File: src/hw/flt_regs_map.svh
`ifndef FLT_REGS_MAP_SVH
`define FLT_REGS_MAP_SVH

// ----------------------------------------------------------------------
// Serial link addressing
// ----------------------------------------------------------------------
`define FLT_DEV_ADDR 7'h67
`define FLT_UNMAPPED_READ 8'hFF

// ----------------------------------------------------------------------
// Register offsets
// ----------------------------------------------------------------------
`define FLT_OFS_THERMAL_RAMP 8'h03
`define FLT_OFS_FLASH_TIMING 8'h04
`define FLT_OFS_CURRENT_LIMIT 8'h05
`define FLT_OFS_CHANNEL_A_FLASH 8'h06

// ----------------------------------------------------------------------
// Reset values
// ----------------------------------------------------------------------
`define FLT_RST_THERMAL_RAMP 8'h20
`define FLT_RST_FLASH_TIMING 8'h42
`define FLT_RST_CURRENT_LIMIT 8'h7F
`define FLT_RST_CHANNEL_A_FLASH 8'h7F

// ----------------------------------------------------------------------
// Field positions
// ----------------------------------------------------------------------
`define FLT_BOOST_MSB 7
`define FLT_BOOST_LSB 6
`define FLT_TRIP_MSB 5
`define FLT_TRIP_LSB 3
`define FLT_TORCH_RAMP_MSB 2
`define FLT_TORCH_RAMP_LSB 0
`define FLT_INPUT_VOLTAGE_FLASH_MONITOR_MOD_BIT 7
`define FLT_STROBE_EDGE_BIT 6
`define FLT_FLASH_RAMP_MSB 5
`define FLT_FLASH_RAMP_LSB 3
`define FLT_TIMEOUT_MSB 2
`define FLT_TIMEOUT_LSB 0
`define FLT_TORCH_MAX_MSB 6
`define FLT_TORCH_MAX_LSB 4
`define FLT_FLASH_MAX_MSB 3
`define FLT_FLASH_MAX_LSB 0
`define FLT_STROBE_EN_BIT 7
`define FLT_LEVEL_A_MSB 6
`define FLT_LEVEL_A_LSB 0

// ----------------------------------------------------------------------
// Thresholds and times in their own units
// ----------------------------------------------------------------------
`define FLT_TRIP_BASE_MV 10'h0C8
`define FLT_TRIP_STEP_MV 10'h064
`define FLT_TORCH_RAMP_BASE_MS 11'h010
`define FLT_FLASH_RAMP_BASE_US 16'h0100
`define FLT_TIMEOUT_STEP_MS 9'h032

`endif

File: src/hw/flt_pkg.sv
package flt_pkg;

    // Boost converter operating mode.
    typedef enum logic [1:0] {
        FLT_BOOST_AUTO,
        FLT_BOOST_BYPASS,
        FLT_BOOST_FORCED
    } flt_boost_t;

    // Serial slave sequencing.
    typedef enum logic [2:0] {
        FLT_IDLE,
        FLT_ADDR,
        FLT_REG,
        FLT_WDATA,
        FLT_ACK,
        FLT_READ,
        FLT_MACK
    } flt_i2c_state_t;

endpackage

File: src/hw/flt_regs.sv
`timescale 1ns/1ps
`default_nettype none
`include "flt_regs_map.svh"

// Summary of operation
// - Mode code 00/11 auto, 01 bypass, 10 boost
// - Trip code selects 200 to 900 mV
// - Compare sense voltage to trip, flag trip
// - Torch ramp off at 000, else 16ms doubling
// - Bit7 modulation direction, bit6 strobe edge/level
// - Flash ramp 256us doubling to 32.768ms
// - Flash time-out 50 ms steps to 400
// - Torch total limit code, default 111
// - Flash total limit code, default 1111
// - Channel B gets maximum minus channel A
// - Maximum below A: A limited, B off
// - Channel A level code, 0x7F disables B
// - Level 0x00: A off, B full maximum
// - Strobe disabled: flash starts on flash_mode_sel alone
module flt_regs (
    // Clock and reset
    input wire logic ref_clk,
    input wire logic resetn,
    // Serial link pins
    input wire logic scl_in,
    input wire logic sda_in,
    output logic sda_out,
    output logic sda_oe,
    // Analog and pin side inputs
    input wire logic [11:0] temp_sense_mv,
    input wire logic flash_mode_sel,
    input wire logic strobe_pin,
    // Decoded configuration
    output flt_pkg::flt_boost_t boost_mode,
    output logic [9:0] trip_mv,
    output logic thermal_trip,
    output logic torch_ramp_en,
    output logic [10:0] torch_ramp_ms,
    output logic input_voltage_flash_monitor_updown,
    output logic strobe_edge,
    output logic [15:0] flash_ramp_us,
    output logic [8:0] flash_timeout_ms,
    output logic [2:0] torch_limit_code,
    output logic [3:0] flash_limit_code,
    output logic [6:0] channel_a_level,
    output logic [6:0] channel_b_level,
    output logic channel_b_on,
    output logic flash_go
);
    import flt_pkg::*;

    // ------------------------------------------------------------------
    // Helpers
    // ------------------------------------------------------------------

    // Codes 00 and 11 both mean automatic operation.
    function automatic flt_boost_t boost_decode(input logic [1:0] code);
        case (code)
            2'h1: boost_decode = FLT_BOOST_BYPASS;
            2'h2: boost_decode = FLT_BOOST_FORCED;
            default: boost_decode = FLT_BOOST_AUTO;
        endcase
    endfunction

    // True when an offset lands on one of the four held registers.
    function automatic logic is_mapped(input logic [7:0] ofs);
        is_mapped = (ofs >= `FLT_OFS_THERMAL_RAMP) &&
                    (ofs <= `FLT_OFS_CHANNEL_A_FLASH);
    endfunction

    // ------------------------------------------------------------------
    // Reset release and input synchronisers
    // ------------------------------------------------------------------
    logic rst_q1;
    logic rst_n;
    logic [2:0] scl_s;
    logic [2:0] sda_s;
    logic [2:0] stb_s;
    logic scl_f;
    logic sda_f;
    logic stb_f;

    // Reset is asserted at once but released only on a clock edge.
    always_ff @(posedge ref_clk or negedge resetn) begin
        if (!resetn) begin
            rst_q1 <= 1'b0;
            rst_n <= 1'b0;
        end else begin
            rst_q1 <= 1'b1;
            rst_n <= rst_q1;
        end
    end

    // Pins pass three flops; a level counts once stages two and three agree.
    always_ff @(posedge ref_clk or negedge rst_n) begin
        if (!rst_n) begin
            scl_s <= 3'h7;
            sda_s <= 3'h7;
            stb_s <= 3'h0;
            scl_f <= 1'b1;
            sda_f <= 1'b1;
            stb_f <= 1'b0;
        end else begin
            scl_s <= {scl_s[1:0], scl_in};
            sda_s <= {sda_s[1:0], sda_in};
            stb_s <= {stb_s[1:0], strobe_pin};
            if (scl_s[1] == scl_s[2]) scl_f <= scl_s[2];
            if (sda_s[1] == sda_s[2]) sda_f <= sda_s[2];
            if (stb_s[1] == stb_s[2]) stb_f <= stb_s[2];
        end
    end

    logic scl_rise;
    logic scl_fall;
    logic sda_rise;
    logic sda_fall;
    logic stb_rise;

    // Edges of the filtered levels.
    assign scl_rise = (scl_s[1] == scl_s[2]) && scl_s[2] && !scl_f;
    assign scl_fall = (scl_s[1] == scl_s[2]) && !scl_s[2] && scl_f;
    assign sda_rise = (sda_s[1] == sda_s[2]) && sda_s[2] && !sda_f;
    assign sda_fall = (sda_s[1] == sda_s[2]) && !sda_s[2] && sda_f;
    assign stb_rise = (stb_s[1] == stb_s[2]) && stb_s[2] && !stb_f;

    // ------------------------------------------------------------------
    // Serial slave and register file
    // ------------------------------------------------------------------
    flt_i2c_state_t state;
    flt_i2c_state_t next_state;
    flt_i2c_state_t ack_ret;
    flt_i2c_state_t next_ack_ret;
    logic [7:0] shift;
    logic [7:0] next_shift;
    logic [3:0] cnt;
    logic [3:0] next_cnt;
    logic [7:0] ptr;
    logic [7:0] next_ptr;
    logic is_read;
    logic next_is_read;
    logic next_sda_oe;
    logic [7:0] cfg [4];
    logic [7:0] next_cfg [4];
    logic [1:0] ptr_idx;

    assign ptr_idx = 2'(ptr - `FLT_OFS_THERMAL_RAMP);

    // A start or stop on the wire overrides any byte in progress, so a
    // host can always resynchronise a slave left mid-byte.
    always_comb begin
        next_state = state;
        next_ack_ret = ack_ret;
        next_shift = shift;
        next_cnt = cnt;
        next_ptr = ptr;
        next_is_read = is_read;
        next_sda_oe = sda_oe;
        next_cfg = cfg;
        if (sda_fall && scl_f && !scl_fall) begin
            next_state = FLT_ADDR;
            next_cnt = 4'h0;
            next_sda_oe = 1'b0;
        end else if (sda_rise && scl_f && !scl_fall) begin
            next_state = FLT_IDLE;
            next_sda_oe = 1'b0;
        end else begin
            case (state)
                FLT_ADDR, FLT_REG, FLT_WDATA: begin
                    if (scl_rise) begin
                        next_shift = {shift[6:0], sda_f};
                        next_cnt = cnt + 4'h1;
                    end else if (scl_fall && cnt == 4'h8) begin
                        next_state = FLT_ACK;
                        next_sda_oe = 1'b1;
                        if (state == FLT_ADDR) begin
                            next_is_read = shift[0];
                            next_ack_ret = shift[0] ? FLT_READ : FLT_REG;
                            next_shift = is_mapped(ptr) ? cfg[ptr_idx]
                                                        : `FLT_UNMAPPED_READ;
                            if (shift[7:1] != `FLT_DEV_ADDR) begin
                                next_state = FLT_IDLE;
                                next_sda_oe = 1'b0;
                            end
                        end else if (state == FLT_REG) begin
                            next_ptr = shift;
                            next_ack_ret = FLT_WDATA;
                        end else begin
                            if (is_mapped(ptr)) begin
                                next_cfg[ptr_idx] = shift;
                            end
                            next_ack_ret = FLT_WDATA;
                        end
                    end
                end
                FLT_ACK: begin
                    if (scl_fall) begin
                        next_state = ack_ret;
                        next_cnt = 4'h0;
                        next_sda_oe = 1'b0;
                        if (ack_ret == FLT_READ) begin
                            next_sda_oe = !shift[7];
                            next_shift = {shift[6:0], 1'b1};
                            next_cnt = 4'h1;
                        end
                    end
                end
                FLT_READ: begin
                    // Later falls put out the rest after the MSB.
                    if (scl_fall) begin
                        if (cnt == 4'h8) begin
                            next_state = FLT_MACK;
                            next_sda_oe = 1'b0;
                        end else begin
                            next_sda_oe = !shift[7];
                            next_shift = {shift[6:0], 1'b1};
                            next_cnt = cnt + 4'h1;
                        end
                    end
                end
                FLT_MACK: begin
                    // One byte per read; the host's ack bit ends it.
                    if (scl_rise) next_state = FLT_IDLE;
                end
                default: begin
                    next_sda_oe = 1'b0;
                end
            endcase
        end
    end

    always_ff @(posedge ref_clk or negedge rst_n) begin
        if (!rst_n) begin
            state <= FLT_IDLE;
            ack_ret <= FLT_IDLE;
            shift <= 8'h00;
            cnt <= 4'h0;
            ptr <= 8'h00;
            is_read <= 1'b0;
            sda_oe <= 1'b0;
            sda_out <= 1'b0;
            cfg[0] <= `FLT_RST_THERMAL_RAMP;
            cfg[1] <= `FLT_RST_FLASH_TIMING;
            cfg[2] <= `FLT_RST_CURRENT_LIMIT;
            cfg[3] <= `FLT_RST_CHANNEL_A_FLASH;
        end else begin
            state <= next_state;
            ack_ret <= next_ack_ret;
            shift <= next_shift;
            cnt <= next_cnt;
            ptr <= next_ptr;
            is_read <= next_is_read;
            sda_oe <= next_sda_oe;
            sda_out <= 1'b0;
            cfg <= next_cfg;
        end
    end

    // ------------------------------------------------------------------
    // Field decode and channel split
    // ------------------------------------------------------------------
    logic [7:0] r_tr;
    logic [7:0] r_ft;
    logic [7:0] r_cl;
    logic [7:0] r_ca;
    logic [2:0] tr_code;
    logic [2:0] fr_code;
    logic [2:0] to_code;
    logic [6:0] lvl_a;
    logic [6:0] max_a;
    logic [9:0] next_trip_mv;
    logic [6:0] next_a;
    logic [6:0] next_b;
    logic next_b_on;
    logic next_go;

    assign r_tr = cfg[0];
    assign r_ft = cfg[1];
    assign r_cl = cfg[2];
    assign r_ca = cfg[3];
    assign tr_code = r_tr[`FLT_TORCH_RAMP_MSB:`FLT_TORCH_RAMP_LSB];
    assign fr_code = r_ft[`FLT_FLASH_RAMP_MSB:`FLT_FLASH_RAMP_LSB];
    assign to_code = r_ft[`FLT_TIMEOUT_MSB:`FLT_TIMEOUT_LSB];
    assign lvl_a = r_ca[`FLT_LEVEL_A_MSB:`FLT_LEVEL_A_LSB];
    // A flash limit step is eight level steps, so limit code m equals
    // channel level 8m+7; both currents then compare in one unit.
    assign max_a = {r_cl[`FLT_FLASH_MAX_MSB:`FLT_FLASH_MAX_LSB], 3'h7};
    assign next_trip_mv = `FLT_TRIP_BASE_MV + 10'({7'h00,
        r_tr[`FLT_TRIP_MSB:`FLT_TRIP_LSB]}) * `FLT_TRIP_STEP_MV;

    // Channel sharing and flash start.
    always_comb begin
        next_a = lvl_a;
        next_b = 7'h00;
        next_b_on = 1'b0;
        if (lvl_a == 7'h00) begin
            next_b = max_a;
            next_b_on = 1'b1;
        end else if (max_a < lvl_a) begin
            next_a = max_a;
        end else begin
            next_b = max_a - lvl_a;
            next_b_on = (next_b != 7'h00);
        end
        if (!flash_mode_sel) begin
            next_go = 1'b0;
        end else if (!r_ca[`FLT_STROBE_EN_BIT]) begin
            next_go = 1'b1;
        end else if (r_ft[`FLT_STROBE_EDGE_BIT]) begin
            next_go = flash_go | stb_rise;
        end else begin
            next_go = stb_f;
        end
    end

    // Every decoded output is registered.
    always_ff @(posedge ref_clk or negedge rst_n) begin
        if (!rst_n) begin
            boost_mode <= FLT_BOOST_AUTO;
            trip_mv <= 10'h000;
            thermal_trip <= 1'b0;
            torch_ramp_en <= 1'b0;
            torch_ramp_ms <= 11'h000;
            input_voltage_flash_monitor_updown <= 1'b0;
            strobe_edge <= 1'b0;
            flash_ramp_us <= 16'h0000;
            flash_timeout_ms <= 9'h000;
            torch_limit_code <= 3'h0;
            flash_limit_code <= 4'h0;
            channel_a_level <= 7'h00;
            channel_b_level <= 7'h00;
            channel_b_on <= 1'b0;
            flash_go <= 1'b0;
        end else begin
            boost_mode <= boost_decode(r_tr[`FLT_BOOST_MSB:`FLT_BOOST_LSB]);
            trip_mv <= next_trip_mv;
            // The sense voltage falls as the thermistor heats.
            thermal_trip <= temp_sense_mv < {2'h0, next_trip_mv};
            torch_ramp_en <= (tr_code != 3'h0);
            torch_ramp_ms <= (tr_code == 3'h0) ? 11'h000 :
                `FLT_TORCH_RAMP_BASE_MS << (tr_code - 3'h1);
            input_voltage_flash_monitor_updown <=
                r_ft[`FLT_INPUT_VOLTAGE_FLASH_MONITOR_MOD_BIT];
            strobe_edge <= r_ft[`FLT_STROBE_EDGE_BIT];
            flash_ramp_us <= `FLT_FLASH_RAMP_BASE_US << fr_code;
            flash_timeout_ms <= 9'(({6'h00, to_code} + 9'h001) *
                `FLT_TIMEOUT_STEP_MS);
            torch_limit_code <=
                r_cl[`FLT_TORCH_MAX_MSB:`FLT_TORCH_MAX_LSB];
            flash_limit_code <=
                r_cl[`FLT_FLASH_MAX_MSB:`FLT_FLASH_MAX_LSB];
            channel_a_level <= next_a;
            channel_b_level <= next_b;
            channel_b_on <= next_b_on;
            flash_go <= next_go;
        end
    end

endmodule
`default_nettype wire

File: config.mk
export PLATFORM = sky130hd
export DESIGN_NAME = flt_regs
export DESIGN_NICKNAME = d
export VERILOG_FILES = /design/src/hw/flt_pkg.sv /design/src/hw/flt_regs.sv
export VERILOG_INCLUDE_DIRS = /design/src /design/src/hw
export SDC_FILE = /design/constraint.sdc
export NUM_CORES = 1
export LEC_CHECK = 0
export ABC_AREA = 1
export BUFFER_PORTS_ARGS = -buffer_cell sky130_fd_sc_hd__buf_2
export CORE_UTILIZATION = 58
export DETAILED_ROUTE_END_ITERATION = 16
export PLACE_DENSITY_LB_ADDON = 0.15
export SETUP_SLACK_MARGIN = 0.2
export SLEW_MARGIN = 20
export SYNTH_ARGS = -nofsm -noshare
export SYNTH_HDL_FRONTEND = slang
export SYNTH_SLANG_ARGS = --single-unit
File: constraint.sdc
create_clock -name ref_clk -period 8.6 [get_ports ref_clk]
set_input_delay 0.43 -clock ref_clk [delete_from_list [all_inputs] [get_ports ref_clk]]
set_output_delay 0.43 -clock ref_clk [all_outputs]
set_load 0.005 [all_outputs]
==> results of run 1 <==
==> sequential cells by signal, indices dropped and copies added (netlist names), 7 cells and up <==
| name | count |
|---|---|
| channel_a_level | 7 |
| channel_b_level | 7 |
| flash_ramp_us | 8 |
| flash_timeout_ms | 8 |
| ptr | 8 |
| r_ca | 8 |
| r_cl | 8 |
| r_ft | 8 |
| r_tr | 8 |
| shift | 8 |
| torch_ramp_ms | 7 |
| trip_mv | 8 |
==> per-stage QoR <==
stage | hold slack (ns) | util (%)
3_5_place_dp | 0.217 | 64.4
3_3_place_gp | 0.214 | 64.4
4_1_cts | 0.0960 | 70.0
2_1_floorplan | 0.134 | -
5_1_grt | 0.101 | 70.2
6_report | 0.111 | 70.2
==> cell type report <==
cell class	count	area (sq um)
clock buffers	22	454
flip-flops and latches	133	3360
well taps	140	175
fillers	859	3280
clock inverters	10	155
multi-input cells	519	2680
inverters	127	477
repair buffers	81	440
==> power by group through the flow <==
| stage | logic [mW] | registers (mW) | clock network (mW) |
|---|---|---|---|
| floorplan | 0.216 | 0.712 | 0 |
| global placement | 0.284 | 0.720 | 0 |
| detailed placement | 0.293 | 0.722 | 0 |
| CTS | 0.299 | 0.713 | 0.756 |
| global route | 0.351 | 0.716 | 0.786 |
| finish | 0.306 | 0.709 | 0.748 |
==> kinds of logic after synthesis <==
family,after synthesis
XOR/XNOR,13
adder cells (fa/ha/maj),38
AO/OA/AOI/OAI,53
multiplexers,1
flip-flops,133
AND/OR/NAND/NOR,396
other,2
buffers and inverters,162
==> per-layer routing <==
| metal | wire (microns) | GRT usage, % | up-vias | part of all wire [%] |
|---|---|---|---|---|
| li1 | - | - | 2657 | - |
| met1 | 6330 | 33.2 | 2540 | 43 |
| met2 | 7240 | 43.7 | 184 | 49 |
| met3 | 697 | 5.14 | 40 | 4.7 |
| met4 | 446 | 14.5 | 0 | 3.0 |
| met5 | 0 | 0 | - | 0 |
==> critical path: cells and delay by family (launching register included) <==
kind / cells / cell delay (ns)
flip-flops: 1 / 0.76
buffers and inverters: 3 / 0.96
adder cells (fa/ha/maj): 1 / 0.56
AND/OR/NAND/NOR: 6 / 1.02
==> worst paths after layout <==
| path | start | end | slack [ns] | depth (start not counted) |
|---|---|---|---|---|
| worst max-delay path | ptr[0] | r_ft[4] | 5.19 | 10 |
| worst min-delay path | sda_in | sda_s[0] | 0.11 | 1 |
| worst max register to register | ptr[0] | r_ft[4] | 5.19 | 10 |
| worst min register to register | rst_n | torch_ramp_ms[10] | 0.23 | 0 |
| max in group asynchronous | rst_n | cnt[3] | 7.45 | 1 |
| min in group asynchronous | rst_n | torch_ramp_ms[10] | 0.23 | 0 |
==> cells in the final DEF, fill, tap and decap left out, drive strengths merged, types with 7 or more instances in the layout <==
cell type / count
inv: 126
xor2: 7
conb: 18
a21oi: 17
nand3: 63
dfstp: 25
ha: 36
buf: 80
nand2: 235
dfrtp: 108
o21ai: 26
nand4: 39
nor3: 17
nor2: 38
clkbuf: 22
==> timing repair <==
item                                   in CTS  in global routing
resized for setup                           0                  0
hold buffers                                1                  0
endpoints found under the hold margin       2                  0
==> flow_summary.json, run 1 <==
{
  "power.internal_mw": 1.24,
  "syn_inst": 798,
  "ir_worst_vdd_uv": 167,
  "fin_crit_ns": 3.41,
  "grt_pass1_vias": 5209,
  "grt_pass1_wl_microns": 24100,
  "layout.nets": 935,
  "via_per_inst": 5.25,
  "synth_top_family_by_area": "simple AND/OR/NAND/NOR gates",
  "place_area_sq_mm": 0.00710,
  "dp_cells": 998,
  "synthSimpleGateAreaFrac_pct": 25.7,
  "synth_mux_area_share_pct": 0.169,
  "maxCapViolations": 0,
  "fin_crit_sh_pct": 39.7,
  "gp_congestion": 0.851,
  "drt_iter0_drc": 367,
  "sequentialPowerShare_pct": 40.2,
  "yosysMostFrequentCell": "nand2_1",
  "crit_path_end_kind": "flop",
  "drive_gt1_share_pct": 15.8,
  "drtAntennaViolNets": 0,
  "synth_compound_area_share_pct": 4.28,
  "required_ns": 8.91,
  "timing.fmax_mhz": 293,
  "critPathKind": "reg2reg",
  "min-delay-path-class": "in2reg",
  "cp.arrival_ns": 3.72,
  "hold_viol": 0,
  "yosys_warnings": 0,
  "synth-xor-area-share_pct": 1.71,
  "skew_ns": 0.00827,
  "antenna_cells": 0,
  "yosysSeqAreaShare_pct": 50.4,
  "vias": 5421,
  "stdcell_count": 1032,
  "clockPowerShare_pct": 42.4,
  "root_buffer": "clkbuf_16",
  "syn_area_sq_mm": 0.00667,
  "drt-pass1-iter-count": 5,
  "grtUsageTotal_pct": 26.6,
  "fp.dieW_microns": 109,
  "ys_top_cells_by_count": "234 x nand2_1, 126 x inv_1, 108 x dfrtp_1, 63 x nand3_1, 39 x nand4_1",
  "ys_types": 32,
  "finalSetupViolations": 0,
  "area_growth_pct": 16.2,
  "cpMostUsedCell": "nand2_1",
  "io_pins": 95,
  "drv_slew": 0,
  "numPortBuffers": 76,
  "netlist.area_leader.share_pct": 40.5,
  "wl_per_cell_microns": 14.3,
  "synth_top_flop_cell": "dfrtp_1",
  "core_sq_mm": 0.0110,
  "drt_wl_total_microns": 14700,
  "worstSkewPairLatency_ns": 0.42,
  "synth.area.top_cells": "dfrtp_1 41%, nand2_1 13%, dfstp_2 9.9%",
  "grt.overflow.total": 0,
  "async_flop_share_pct": 100,
  "antenna_found_initial": 0,
  "cp_max_fo": 23,
  "dieArea_sq_mm": 0.0119,
  "initial_utilization_pct": 60.4,
  "synth_top_area_cell": "dfrtp_1",
  "clock_path_buffers": 2,
  "relSlewSlack_pct": 55.7,
  "synth_area_per_cell_sq_um": 8.35,
  "ys_seq_elements": 133,
  "power.leakage_nw": 4.38,
  "route.detailed.drc": 0,
  "synth_edf_count": 0,
  "grt_max_degree": 84,
  "dp_slack_ns": 5.29,
  "sw_frac_of_total_pct": 29.4,
  "numCtsBuffers": 17,
  "cts.sinks": 133,
  "critPathSlowestCell": "dfrtp_1",
  "cts.htree.levels": 4,
  "std_cell_rows": 38,
  "tritoncts": "yes",
  "tightest_slew_ns": 0.664,
  "finalPower_mw": 1.76,
  "start_kind": "flop",
  "power_density_mw_per_mm2": 228,
  "setup_tns_ns": 0,
  "final_area_sq_mm": 0.00775,
  "pwr-share-comb_pct": 17.4,
  "postCtsSetupBuffers": 0,
  "clk_pin_slew_ns": 0.05,
  "rsz0062_at_grt": "false",
  "cp_slowest_stage_delay_ns": 0.76,
  "worstPathCellList": "clkinv_1 -> ha_1 -> nor2_1 -> nand2_2 -> nor3b_4 -> buf_4 -> nand3_1 -> nand2_1 -> nand2_1 -> inv_1",
  "power.switching_mw": 0.519,
  "synth-adder-area-share_pct": 7.36,
  "setup_slack_ns": 5.19,
  "die_h_microns": 109,
  "dp_hpwl_microns": 10200,
  "run_status": "finished, final reports clean"
}
Note: power is estimated with default switching activity, not from simulation.
==> inputs of run 2 (changes only) <==
--- a/config.mk
+++ b/config.mk
@@ -6,9 +6,9 @@
 export SDC_FILE = /design/constraint.sdc
 export NUM_CORES = 1
 export LEC_CHECK = 0
-export ABC_AREA = 1
+export ABC_AREA = 0
 export BUFFER_PORTS_ARGS = -buffer_cell sky130_fd_sc_hd__buf_2
-export CORE_UTILIZATION = 58
+export CORE_UTILIZATION = 51
 export DETAILED_ROUTE_END_ITERATION = 16
 export PLACE_DENSITY_LB_ADDON = 0.15
 export SETUP_SLACK_MARGIN = 0.2
==> constraint.sdc (replaced) <==
create_clock -name ref_clk -period 2.75 [get_ports ref_clk]
set_input_delay 0.1375 -clock ref_clk [delete_from_list [all_inputs] [get_ports ref_clk]]
set_output_delay 0.1375 -clock ref_clk [all_outputs]
set_load 0.005 [all_outputs]
==> flow_summary.json, run 2 <==
{
  "yosys_warnings": 0,
  "fin_crit_ns": 2.38,
  "root_buffer": "clkbuf_16",
  "antenna_found_initial": 0,
  "required_ns": 3.09,
  "cts.htree.levels": 4,
  "ys_types": 63,
  "r2r_slack_ns": 0.37,
  "finalSetupViolations": 0,
  "drive_gt1_share_pct": 34.6,
  "whs_path_depth": 3,
  "cp.arrival_ns": 2.73,
  "grt_pass1_vias": 4022,
  "vias": 4060,
  "maxCapViolations": 0,
  "setup_tns_ns": 0,
  "hold_viol": 0,
  "dieArea_sq_mm": 0.0128,
  "ys_seq_elements": 133,
  "synth_top_area_cell": "dfrtp_1",
  "gp_congestion": 0.848,
  "final_common_cell": "dfrtp_1",
  "antenna_cells": 0,
  "yosysMostFrequentCell": "dfrtp_1",
  "synth_edf_count": 0,
  "initial_utilization_pct": 52.4,
  "crit_path_end_kind": "flop",
  "start_kind": "flop",
  "synth_area_per_cell_sq_um": 12.1,
  "hold_path.startpoint": "temp_sense_mv[8]",
  "reg2reg_depth": 9,
  "yosysSeqAreaShare_pct": 53.4,
  "worstPathCellList": "ha_4 -> inv_2 -> ha_2 -> o21ai_0 -> nand2_1 -> o21a_1 -> ha_1 -> a2111o_1 -> a31oi_1",
  "power.leakage_nw": 3.75,
  "synth.area.top_cells": "dfrtp_1 43%, dfstp_2 10%, mux2_2 8.6%",
  "min-delay-path-class": "in2reg",
  "synth_compound_area_share_pct": 7.56,
  "core_sq_mm": 0.0120,
  "mostFrequentLayoutCells": "107 x dfrtp_1, 76 x buf_2, 48 x mux2_2",
  "via_per_inst": 5.28,
  "syn_area_sq_mm": 0.00629,
  "area_growth_pct": 19.3,
  "run_status": "finished, final reports clean",
  "worstSkewPairLatency_ns": 0.42,
  "async_flop_share_pct": 100,
  "critPathSlowestCell": "dfstp_2",
  "finalPower_mw": 5.30,
  "drt-pass1-iter-count": 4,
  "synthSimpleGateAreaFrac_pct": 12.0,
  "cp_max_fo": 4,
  "fp.dieW_microns": 113,
  "cp_slowest_stage_delay_ns": 0.55,
  "grt_max_degree": 87,
  "dp_hpwl_microns": 7810,
  "drt_iter0_drc": 285,
  "drtAntennaViolNets": 0,
  "cts.sinks": 133,
  "wl_per_cell_microns": 15.1,
  "io_pins": 95,
  "skew_ns": 0.00634,
  "clk_pin_slew_ns": 0.06,
  "tritoncts": "yes",
  "syn_inst": 519,
  "r2r_end": "thermal_trip",
  "synth_top_family_by_area": "multiplexers",
  "critPathKind": "reg2reg",
  "ir_worst_vdd_uv": 507,
  "clock_path_buffers": 2,
  "timing.fmax_mhz": 419,
  "ys_top_cells_by_count": "108 x dfrtp_1, 48 x mux2_2, 37 x nor2_1, 36 x ha_1",
  "grt.overflow.total": 0,
  "grt_pass1_wl_microns": 19500,
  "dp_cells": 729,
  "netlist.area_leader.share_pct": 43.0,
  "synth_mux_area_share_pct": 12.5,
  "relSlewSlack_pct": 59.6,
  "tightest_slew_ns": 0.606,
  "die_h_microns": 113,
  "grtUsageTotal_pct": 20.0,
  "power_density_mw_per_mm2": 706,
  "num-fill-cells": 951,
  "rsz0062_at_grt": "false",
  "synth-xor-area-share_pct": 1.39,
  "stdcell_count": 769,
  "drv_slew": 0,
  "reg2reg_from": "r_tr[5]",
  "std_cell_rows": 40,
  "drt_wl_total_microns": 11600,
  "synth-adder-area-share_pct": 7.80,
  "numCtsBuffers": 17,
  "synth_top_flop_cell": "dfrtp_1",
  "layout.nets": 665,
  "worst_hold_path.endpoint": "thermal_trip",
  "fin_crit_sh_pct": 86.7,
  "numPortBuffers": 76,
  "route.detailed.drc": 0
}
run 2: cell types whose count changed after synthesis, moves of 6 or more:
cell	previous run	this run
clkbuf_1	7	15
mux2_2	1	48
mux4_2	0	8
nand3_1	63	8
buf_2	12	2
o21ai_0	26	18
nor3b_1	0	6
nand4_1	39	2
nand2_1	234	33
nor3_1	17	6
nor2b_1	0	8
or3_1	0	6
inv_1	126	33
run 2: per-stage QoR:
stage                     hold WS (ns)  setup slack [ns]  utilization, %  area, sq um
after global routing            0.0368             0.238            62.5         7500
after detailed placement       -0.0729             0.192            56.4         6770
final                           0.0264             0.366            62.5         7500
after CTS                       0.0172             0.202            62.2         7480
after global placement         -0.0775             0.288            56.4         6770
after floorplan                 -0.158             0.274               -         6350
run 2: cells by family (layout without fill, tap and decap cells):
| group | Yosys count | count (layout) |
|---|---|---|
| DFF | 133 | 133 |
| other | 2 | 18 |
| and+or+nand+nor | 137 | 137 |
| xor gates and xnor gates | 10 | 10 |
| muxes | 61 | 61 |
| adders and majority gates | 38 | 38 |
| AOI/OAI and AO/OA | 70 | 70 |
| buffers and inverters | 68 | 155 |
run 2: where the power goes:
| part | total [mW] | leakage, nW | switching (mW) | internal [mW] |
|---|---|---|---|---|
| combinational | 0.651 | 1.79 | 0.351 | 0.300 |
| sequential | 2.29 | 1.66 | 0.208 | 2.08 |
| clock | 2.36 | 0.296 | 0.818 | 1.54 |
run 2: worst max path at each step:
stage                        from      endpoint  slack [ns]  cells past startpoint
after CTS                 r_tr[4]  thermal_trip        0.20                     11
after floorplan           r_tr[4]  thermal_trip        0.27                     11
after global routing      r_tr[5]  thermal_trip        0.24                     10
after detailed placement  r_tr[5]  thermal_trip        0.19                     10
after global placement    r_tr[5]  thermal_trip        0.29                     10
final                     r_tr[5]  thermal_trip        0.37                      9
run 2: worst max-delay path, delay by kind of cell, from the launching register on:
kind	cells	cell delay, ns
compound gates	4	0.85
fa+ha+maj	3	0.79
buf+inv	1	0.06
flops	1	0.55
simple gates	1	0.07
run 2: layout make-up:
class                   instances  area (sq um)  area share (%)
flip-flops and latches        133          3360            44.8
multi-input cells             334          2690            35.9
repair buffers                 90           515            6.87
clock buffers                  20           447            5.95
well taps                     147           184            2.45
clock inverters                12           179            2.38
inverters                      33           124            1.65
run 2: routing by layer:
layer	wire, microns	vias to the layer above	global-route usage [%]
li1	-	1942	-
met1	5290	1999	25.5
met2	5640	105	32.2
met3	454	14	5.25
met4	209	0	9.12
met5	0	-	0
run 2: repair_timing:
action | CTS | global route
setup endpoints to repair | 1 | 1
buffers inserted | 1 | 0
gates resized for setup | 0 | 4
endpoints found under the hold margin | 7 | 0
hold buffers | 7 | 0
